===== src/include/hyp_trap_defs.svh =====
// offsets, field positions, syndrome codes and reset values of the hypervisor trap block
`ifndef HYP_TRAP_DEFS_SVH
`define HYP_TRAP_DEFS_SVH

// ------------------------------------------------------------
// register byte offsets
// ------------------------------------------------------------
`define CFG_LO_OFS 8'h00
`define CFG_HI_OFS 8'h04
`define IRQ_STAT_OFS 8'h08
`define IRQ_MASK_OFS 8'h0C
`define EFF_STAT_OFS 8'h10

// ------------------------------------------------------------
// field positions in the 64-bit configuration image
// ------------------------------------------------------------
`define BIT_MISMATCH 38
`define BIT_ABORT_ROUTE 37
`define BIT_ERR_TRAP 36
`define BIT_LOR_TRAP 35
`define BIT_HOST 34
`define BIT_S2_INST_NC 33
`define BIT_S2_DATA_NC 32
`define BIT_RAO 31
`define BIT_MEMCTL_RD 30
`define BIT_HVC_DIS 29
`define BIT_TRAP_GEN 27
`define BIT_S2_EN 0

// ------------------------------------------------------------
// syndrome classes and exception levels
// ------------------------------------------------------------
`define EC_SYSREG64 6'h18
`define EC_COPROC_SINGLE 6'h03
`define EC_COPROC_DOUBLE 6'h04
`define EC_UNKNOWN 6'h00
`define EL_0 2'h0
`define EL_1 2'h1
`define EL_2 2'h2

// ------------------------------------------------------------
// interrupt status bits and reset values
// ------------------------------------------------------------
`define IRQ_ERR 0
`define IRQ_LOR 1
`define IRQ_MEMCTL 2
`define IRQ_HVC_UNDEF 3
`define IRQ_ABORT 4
`define IRQ_W 5
`define CFG_RESET 64'h0000_0000_0000_0000
`define IRQ_RESET 5'h00

`endif


===== src/include/hyp_trap_pkg.sv =====
// types shared by the hypervisor trap block and its users
package hyp_trap_pkg;

   typedef enum logic [4:0] {
      KIND_ERR_REC = 5'h01,
      KIND_LOR_REG = 5'h02,
      KIND_MEMCTL_RD = 5'h04,
      KIND_HVC = 5'h08,
      KIND_SYNC_ABORT = 5'h10
   } kind_e;

   typedef enum logic [3:0] {
      REGIME_EL10 = 4'h1,
      REGIME_EL2 = 4'h2,
      REGIME_EL20 = 4'h4,
      REGIME_EL3 = 4'h8
   } regime_e;

   typedef struct packed {
      kind_e kind;
      logic [1:0] el;
      logic aarch32;
      logic double_reg;
      logic nonsecure;
      logic abort_to_el3;
   } chk_req_s;

   typedef struct packed {
      logic trap_el2;
      logic undef;
      logic route_el2;
      logic [1:0] target_el;
      logic [5:0] syndrome;
   } chk_resp_s;

   typedef struct packed {
      logic coherent_required;
      logic s2_inst_nc;
      logic s2_data_nc;
      logic host_at_hyp;
   } eff_s;

endpackage


===== src/core/hyp_trap_route_controls.sv =====
// hypervisor configuration fields 38..29: storage, effective values and trap decode
//
// How it works
// - bit 38 zero keeps mismatched cacheability coherent
// - bit 38 may be read-zero, write-ignored
// - host plus trap-general ignore 38, 33, 32
// - bit 37 routes sync aborts to EL2
// - bit 36 traps AArch64 error records, 0x18
// - AArch32 error records: 0x03 single, 0x04 double
// - bit 35 traps non-secure EL1 ordering regs
// - trap-general ignores ordering and memctl traps
// - bit 34 enables host at hypervisor level
// - bit 33 forces stage 2 instruction non-cacheable
// - bit 32 forces stage 2 data non-cacheable
// - no-cache bits leave EL2, EL2&0, EL3 alone
// - bit 30 traps AArch64 memctl reads, 0x18
// - AArch32 memctl reads: 0x03 single, 0x04 double
// - no EL3, bit 29: hypervisor call undefined
// - hypervisor call at EL0 always undefined
// - warm reset leaves fields without fixed value; this block resets them to zero
//
// Design decisions made here: the address map and the Wishbone interface to the registers.
`include "hyp_trap_defs.svh"
`timescale 1ns/1ns
`default_nettype none

module hyp_trap_route_controls
   import hyp_trap_pkg::*;
#(
   parameter bit HAS_RAS = 1'b1,
   parameter bit HAS_LOR = 1'b1,
   parameter bit HAS_VHE = 1'b1,
   parameter bit HAS_EL3 = 1'b0,
   parameter bit HAS_MISMATCH = 1'b1
) (
   // clock and reset
   input wire logic clk_sys,
   input wire logic rst,
   // classic wishbone slave
   input wire logic cyc,
   input wire logic stb,
   input wire logic we,
   input wire logic [7:0] adr,
   input wire logic [3:0] sel,
   input wire logic [31:0] dat_w,
   output logic [31:0] dat_r,
   output logic ack,
   // execution context from the pipeline
   input wire logic el2_enabled,
   input wire regime_e regime,
   // trap check request and answer
   input wire logic chk_valid,
   input wire chk_req_s chk_req,
   output logic resp_valid,
   output chk_resp_s resp,
   // effective translation controls
   output eff_s eff,
   // interrupt
   output logic irq
);

   // ------------------------------------------------------------
   // write mask: fields of absent features stay zero
   // ------------------------------------------------------------
   localparam logic [63:0] CFG_WMASK =
      (64'(HAS_MISMATCH) << `BIT_MISMATCH) |
      (64'(HAS_RAS) << `BIT_ABORT_ROUTE) |
      (64'(HAS_RAS) << `BIT_ERR_TRAP) |
      (64'(HAS_LOR) << `BIT_LOR_TRAP) |
      (64'(HAS_VHE) << `BIT_HOST) |
      (64'h1 << `BIT_S2_INST_NC) |
      (64'h1 << `BIT_S2_DATA_NC) |
      (64'h1 << `BIT_MEMCTL_RD) |
      (64'(!HAS_EL3) << `BIT_HVC_DIS) |
      (64'h1 << `BIT_TRAP_GEN) |
      (64'h1 << `BIT_S2_EN);

   logic [63:0] cfg_r;
   logic [63:0] cfg_nxt;
   logic [`IRQ_W-1:0] stat_r;
   logic [`IRQ_W-1:0] stat_nxt;
   logic [`IRQ_W-1:0] mask_r;
   logic [`IRQ_W-1:0] mask_nxt;
   logic ack_r;
   logic [31:0] dat_r_r;
   logic resp_valid_r;
   chk_resp_s resp_r;
   chk_resp_s resp_nxt;
   eff_s eff_r;
   eff_s eff_nxt;

   // ------------------------------------------------------------
   // bus decode
   // ------------------------------------------------------------
   // writes land on the edge where the master sees ack, not one earlier
   wire acc = cyc & stb & ~ack_r;
   wire wr = cyc & stb & we & ack_r;
   wire hit_lo = adr == `CFG_LO_OFS;
   wire hit_hi = adr == `CFG_HI_OFS;
   wire hit_stat = adr == `IRQ_STAT_OFS;
   wire hit_mask = adr == `IRQ_MASK_OFS;
   wire hit_eff = adr == `EFF_STAT_OFS;

   genvar k;
   generate
      for (k = 0; k < 8; k++) begin : g_lane
         wire lane_hit = wr & ((k < 4) ? hit_lo : hit_hi) & sel[k % 4];
         wire [7:0] wm = CFG_WMASK[8*k +: 8];
         assign cfg_nxt[8*k +: 8] = lane_hit ? ((dat_w[8*(k % 4) +: 8] & wm) | (cfg_r[8*k +: 8] & ~wm))
                                             : cfg_r[8*k +: 8];
      end
   endgenerate

   wire [31:0] rd_lo = cfg_r[31:0] | (32'h1 << `BIT_RAO);
   wire [31:0] rd_hi = cfg_r[63:32];
   // unmapped offsets read zero and still acknowledge
   wire [31:0] rd_mux = hit_lo ? rd_lo :
                        hit_hi ? rd_hi :
                        hit_stat ? {27'h000_0000, stat_r} :
                        hit_mask ? {27'h000_0000, mask_r} :
                        hit_eff ? {28'h000_0000, eff_r} : 32'h0000_0000;

   // ------------------------------------------------------------
   // field values as the hardware sees them
   // ------------------------------------------------------------
   wire f_mismatch = cfg_r[`BIT_MISMATCH];
   wire f_abort = cfg_r[`BIT_ABORT_ROUTE];
   wire f_err = cfg_r[`BIT_ERR_TRAP];
   wire f_lor = cfg_r[`BIT_LOR_TRAP];
   wire f_host = cfg_r[`BIT_HOST];
   wire f_inst_nc = cfg_r[`BIT_S2_INST_NC];
   wire f_data_nc = cfg_r[`BIT_S2_DATA_NC];
   wire f_memctl = cfg_r[`BIT_MEMCTL_RD];
   wire f_hvc_dis = cfg_r[`BIT_HVC_DIS];
   wire f_tge = cfg_r[`BIT_TRAP_GEN];
   wire f_s2 = cfg_r[`BIT_S2_EN];

   // readback stays raw; only the effect is suppressed
   wire host_tge = HAS_VHE & f_host & f_tge;
   wire e_mismatch = f_mismatch & ~host_tge;
   wire e_inst_nc = f_inst_nc & ~host_tge;
   wire e_data_nc = f_data_nc & ~host_tge;
   wire e_lor = f_lor & ~f_tge;
   wire e_memctl = f_memctl & ~f_tge;

   // only stage 2 of the EL1&0 regime is ever forced non-cacheable
   wire s2_live = el2_enabled & f_s2 & (regime == REGIME_EL10);
   assign eff_nxt.coherent_required = ~e_mismatch;
   assign eff_nxt.s2_inst_nc = e_inst_nc & s2_live;
   assign eff_nxt.s2_data_nc = e_data_nc & s2_live;
   assign eff_nxt.host_at_hyp = f_host;

   // ------------------------------------------------------------
   // trap decode
   // ------------------------------------------------------------
   wire at_el1 = chk_req.el == `EL_1;
   wire [5:0] ec_coproc = chk_req.double_reg ? `EC_COPROC_DOUBLE : `EC_COPROC_SINGLE;
   wire [5:0] ec_sysreg = chk_req.aarch32 ? ec_coproc : `EC_SYSREG64;

   wire k_err = chk_req.kind == KIND_ERR_REC;
   wire k_lor = chk_req.kind == KIND_LOR_REG;
   wire k_mem = chk_req.kind == KIND_MEMCTL_RD;
   wire k_hvc = chk_req.kind == KIND_HVC;
   wire k_abt = chk_req.kind == KIND_SYNC_ABORT;

   wire t_err = k_err & f_err & el2_enabled & at_el1;
   wire t_lor = k_lor & e_lor & at_el1 & chk_req.nonsecure;
   wire t_mem = k_mem & e_memctl & el2_enabled & at_el1;
   wire hvc_el0 = k_hvc & (chk_req.el == `EL_0);
   wire hvc_off = k_hvc & ~HAS_EL3 & f_hvc_dis & (at_el1 | (chk_req.el == `EL_2));
   wire r_abt = k_abt & f_abort & el2_enabled & ~chk_req.abort_to_el3 &
                (chk_req.el == `EL_0 | at_el1);
   wire hvc_undef = hvc_el0 | hvc_off;

   always_comb begin
      resp_nxt = '0;
      resp_nxt.target_el = chk_req.el;
      resp_nxt.syndrome = `EC_UNKNOWN;
      if (t_err | t_lor | t_mem) begin
         resp_nxt.trap_el2 = 1'b1;
         resp_nxt.target_el = `EL_2;
         resp_nxt.syndrome = t_lor ? `EC_SYSREG64 : ec_sysreg;
      end else if (hvc_undef) begin
         resp_nxt.undef = 1'b1;
         // undefined at EL0 is taken at EL1; otherwise at the executing level
         resp_nxt.target_el = hvc_el0 ? `EL_1 : chk_req.el;
         resp_nxt.syndrome = `EC_UNKNOWN;
      end else if (r_abt) begin
         resp_nxt.route_el2 = 1'b1;
         resp_nxt.target_el = `EL_2;
      end
   end

   // ------------------------------------------------------------
   // interrupt status: set beats a same-cycle clear
   // ------------------------------------------------------------
   wire [`IRQ_W-1:0] ev;
   assign ev[`IRQ_ERR] = chk_valid & t_err;
   assign ev[`IRQ_LOR] = chk_valid & t_lor;
   assign ev[`IRQ_MEMCTL] = chk_valid & t_mem;
   assign ev[`IRQ_HVC_UNDEF] = chk_valid & hvc_undef;
   assign ev[`IRQ_ABORT] = chk_valid & r_abt;
   wire [`IRQ_W-1:0] w1c = (wr & hit_stat & sel[0]) ? dat_w[`IRQ_W-1:0] : `IRQ_RESET;
   assign stat_nxt = (stat_r & ~w1c) | ev;
   assign mask_nxt = (wr & hit_mask & sel[0]) ? dat_w[`IRQ_W-1:0] : mask_r;

   // ------------------------------------------------------------
   // registers
   // ------------------------------------------------------------
   // reset picks zero: software must not rely on it, but simulation stays defined
   always_ff @(posedge clk_sys) begin
      if (rst) begin
         cfg_r <= `CFG_RESET;
         stat_r <= `IRQ_RESET;
         mask_r <= `IRQ_RESET;
      end else begin
         cfg_r <= cfg_nxt;
         stat_r <= stat_nxt;
         mask_r <= mask_nxt;
      end
   end

   always_ff @(posedge clk_sys) begin
      if (rst) begin
         ack_r <= 1'b0;
         dat_r_r <= 32'h0000_0000;
      end else begin
         ack_r <= acc;
         dat_r_r <= acc ? rd_mux : 32'h0000_0000;
      end
   end

   always_ff @(posedge clk_sys) begin
      if (rst) begin
         resp_valid_r <= 1'b0;
         resp_r <= '0;
         eff_r <= '0;
      end else begin
         resp_valid_r <= chk_valid;
         resp_r <= chk_valid ? resp_nxt : '0;
         eff_r <= eff_nxt;
      end
   end

   assign ack = ack_r;
   assign dat_r = dat_r_r;
   assign resp_valid = resp_valid_r;
   assign resp = resp_r;
   assign eff = eff_r;
   assign irq = |(stat_r & mask_r);

endmodule

`default_nettype wire


===== config.mk =====
export PLATFORM = sky130hd
export DESIGN_NAME = hyp_trap_route_controls
export DESIGN_NICKNAME = d
export VERILOG_FILES = /design/src/include/hyp_trap_pkg.sv /design/src/core/hyp_trap_route_controls.sv
export VERILOG_INCLUDE_DIRS = /design/src /design/src/include
export SDC_FILE = /design/constraint.sdc
export NUM_CORES = 1
export LEC_CHECK = 0
export ABC_CLOCK_PERIOD_IN_PS = 2200
export BUFFER_PORTS_ARGS = -buffer_cell sky130_fd_sc_hd__buf_2
export CAP_MARGIN = 20
export CORE_AREA = 5 5 85 87
export CTS_CLUSTER_DIAMETER = 80
export CTS_CLUSTER_SIZE = 16
export DETAILED_ROUTE_END_ITERATION = 16
export DIE_AREA = 0 0 90 92
export PLACE_DENSITY_LB_ADDON = 0.1
export RECOVER_POWER = 25
export SETUP_SLACK_MARGIN = 0.15
export SLEW_MARGIN = 30
export SYNTH_ARGS = -nofsm -noshare
export SYNTH_HDL_FRONTEND = slang
export SYNTH_SLANG_ARGS = --single-unit

===== constraint.sdc =====
create_clock -name clk_sys -period 2.2 [get_ports clk_sys]
set_input_delay 0 -clock clk_sys [delete_from_list [all_inputs] [get_ports clk_sys]]
set_output_delay 0 -clock clk_sys [all_outputs]
set_load 0.05 [all_outputs]

==> results.md <==
- The achievable clock frequency is 492 MHz.
- The leakage power total is 1.09 nW.
- The largest fanout on the critical path is 16.
- Relative to the synthesized area, the layout overhead comes to 26.6%.
- Detailed routing inserted a total of 2,093 vias.
- The combinational group share of total power is 14.8%.
- The number of iterations in the first detailed-routing pass is 4.
- The Yosys warning count is 0.
- Walking the worst path, the cells encountered are buf_2 > or4_4 > or3_1 > buf_4 > o21ai_0 > a21oi_1 > dlygate4sd3_1.
- The die covers 8280 um2.
- The placement-stage worst setup slack is 0.343 ns.
- The root buffer cell is sky130_fd_sc_hd__clkbuf_8.
- The final layout net count is 400.
- Summed over all nets, the switching power comes to 462 uW.
- After synthesis the cells add up to 2170 um2.
- The floorplan core area is 6280 um2.
- After synthesis the netlist holds a flip-flop and latch count of 46.
- Power spread over the standard cell area amounts to 589 nW/um2.
- Once detail routing completed, the nets flagged for antenna violations numbered 0.
- The total clock buffers created by CTS is 5.
- The core occupancy in the finished layout is 43.7%.
- The post-CTS clock slew at the launch and capture registers of the worst setup and hold paths is 0.09 ns.
- The count of cells in the finished layout, fillers not included, comes to 410.
- The DRC violations left is 0.
- The number of synthesized flops with an enable pin is 0.
- The post-detailed-route wirelength per cell is 15.4 um.
- The delay of the slowest cell on the worst path is 0.56 ns.
- The internal portion of total power is 1.15 mW.
- The number of top-level pins is 116.
- The first global-routing pass estimated 10.1 mm of wire.
- The number of antenna diodes in the final layout is 0.
- The share of post-route cells with drive strength above 1 is 22.2%.
- The initial antenna violation count is 0.
- The synthesized area divided by synthesized cell count is 8.66 um2.
- Counting the fill cells in the layout gives 667.
- Final hold analysis gives a worst-case slack of 0.00194 ns.
- Buffers placed on the I/O ports in this run total 69.
- The maximum number of pins on one net before global-route repair is 22.
- The final global-route overflow total is 0.
- The HPWL after detailed placement is 4.74 mm.
- Leaving out fill and tap cells, the most frequent cells in the layout are sky130_fd_sc_hd__buf_2, sky130_fd_sc_hd__dfxtp_1, sky130_fd_sc_hd__a21oi_1.
- In this run the deepest clock path goes through 2 buffers.
- The TritonCTS sink count is 46.
- TritonCTS built the clock tree.
- The per-cell via count in the routed design is 5.10.
- The final-report max-slew violation count came to 0.
- The worst slew slack as a fraction of its limit is 49.7%.
- The most used flip-flop cell after synthesis is sky130_fd_sc_hd__dfxtp_1.
- In this run the cell area measured after placement is 2490 um2.
- For the worst setup path, the data arrival time is 2.23 ns.
- The critical path endpoint category is a flip-flop.
- The count of endpoints failing hold in the final timing report was 0.
- The minimum period implied by the final worst setup slack is 2.03 ns.
- The die is 92 um tall.
- The worst-case IR drop observed on VDD is 0.284 mV.
- The instance count of the mapped netlist is 250.
- The combined buffer and inverter count along the critical path is 3.
- For this block, the routed nets add up to 6.32 mm of wire.
- After layout, the worst setup slack is 0.167 ns.
- Across the routed clock network, the largest skew measured is 0.00990 ns.
- The congestion estimate from routability-driven global placement came to 0.873.
- Setup repair after global routing could not meet its margin everywhere.
- For this design, the slowest cell found on the critical path is sky130_fd_sc_hd__or4_4.
- The count of distinct cell types in the synthesized netlist is 41.
- The max-cap check violation count is 0.
- The count of standard-cell rows is 29.
- The library cell used most frequently in the layout, excluding fill and tap cells, is sky130_fd_sc_hd__buf_2.
- The async set or reset register ratio after synthesis is 0%.
- The cell total after placement is 384.
- The final-report setup violation count is 0.
- The DRC marker count from the first detailed-route iteration is 105.
- The part of the Yosys area used for sequential elements is 42.5%.
- The worst setup path category is in2reg.
- The all-layer global routing usage is 14.9%.
- The sum of negative setup slack is 0 ns.
- The switching fraction of total power is 28.6%.
- The floorplan step set the die width to 90 um.
- The run finished with clean final reports.
- STA classifies the critical path startpoint as an input port.
- The sum of internal, switching and leakage power is 1.61 mW.
- The clock latency at the later pin of the worst-skew pair is 0.30 ns.
- On the critical path the largest part of the delay comes from simple AND/OR/NAND/NOR gates.
- The post-route fraction of the period consumed by the critical path is 92.4%.
- CTS built an H-tree with a depth of 2.
- STA puts the critical path data required time at 2.39 ns.
- Registers are responsible for 51.9% of the overall power.
- The min-delay analysis places its worst path in the category in2reg.
- The number of global-route vias before repair is 1,989.
- The initial standard-cell utilization of the core is 34.5%.
- For the pin with the worst max-slew slack, the measured transition is 0.755 ns.
- The clock network is responsible for 33.3% of the overall power.
- The area of all placed cells without fillers is 2740 um2.
==> synth_stat cells (all sizes together) (6+ instances only) <==
master	n	area share (%)
nor2	9	1.6
nand4	23	6.6
a21oi	27	6.2
nand2	10	1.7
clkbuf	11	1.9
inv	9	1.6
a22oi	6	2.1
dfxtp	46	43
o21ai	20	4.6
buf	28	9.2
nand3	9	2.1
==> sequential cells by signal, summed over array words and instances (netlist names) <==
register,cells
cfg_r,11
dat_r,11
resp,8
mask_r,5
stat_r,5
eff,4
ack,1
resp_valid,1
==> logic make-up (layout without fill, tap and decap cells) <==
| kind of cell | count (synthesis) | in the layout | share of synthesized area [%] |
|---|---|---|---|
| mux | 1 | 1 | 0.520 |
| buf+inv | 48 | 110 | 12.7 |
| flops | 46 | 46 | 42.5 |
| simple gates | 81 | 81 | 23.2 |
| other cells | 1 | 22 | 0.173 |
| fa+ha+maj | 2 | 2 | 1.16 |
| compound gates | 71 | 71 | 19.8 |
==> what timing repair did <==
| item | CTS | global route |
|---|---|---|
| setup buffers | 0 | 1 |
| hold endpoints to repair | 19 | 0 |
| endpoints found under the setup margin | 0 | 4 |
| hold buffers | 17 | 0 |
| resized for setup | 0 | 1 |
==> routing by layer <==
metal,GRT usage [%],up-vias,routed length (um)
met4,4.96,0,91
met3,4.17,9,468
met5,0,-,0
met2,23.3,83,2870
met1,19.9,961,2890
li1,-,1040,-
==> final cells by class <==
cell class | instances | area [um2] | area share (%)
well taps | 77 | 96.3 | 3.51
repair buffers | 93 | 549 | 20.0
clock inverters | 1 | 5.00 | 0.182
flip-flops and latches | 46 | 921 | 33.6
multi-input cells | 177 | 1050 | 38.3
inverters | 9 | 33.8 | 1.23
clock buffers | 7 | 86.3 | 3.15
==> worst paths after layout <==
kind	startpoint	endpoint	slack (ns)	cells after the start
hold reg to reg	cfg_r[33]$_SDFFE_PP0P_	eff[2]$_SDFF_PP0_	0.45	2
hold / removal	el2_enabled	eff[2]$_SDFF_PP0_	0.002	3
setup reg to reg	ack$_SDFF_PP0_	cfg_r[27]$_SDFFE_PP0P_	0.35	6
setup / recovery	adr[5]	cfg_r[29]$_SDFFE_PP0P_	0.17	7
==> power groups by stage <==
| stage | registers (mW) | logic, mW | clock network, mW |
|---|---|---|---|
| finish | 0.838 | 0.239 | 0.538 |
| floorplan | 0.872 | 0.167 | 0 |
| global route | 0.838 | 0.256 | 0.587 |
| CTS | 0.838 | 0.238 | 0.554 |
| detailed placement | 0.857 | 0.219 | 0 |
| global placement | 0.857 | 0.220 | 0 |
==> tightest hold or removal path, delay by kind of cell <==
family	cells	cell delay, ns
simple gates	2	0.15
buf+inv	1	0.12
(Power assumes the default switching activity.)
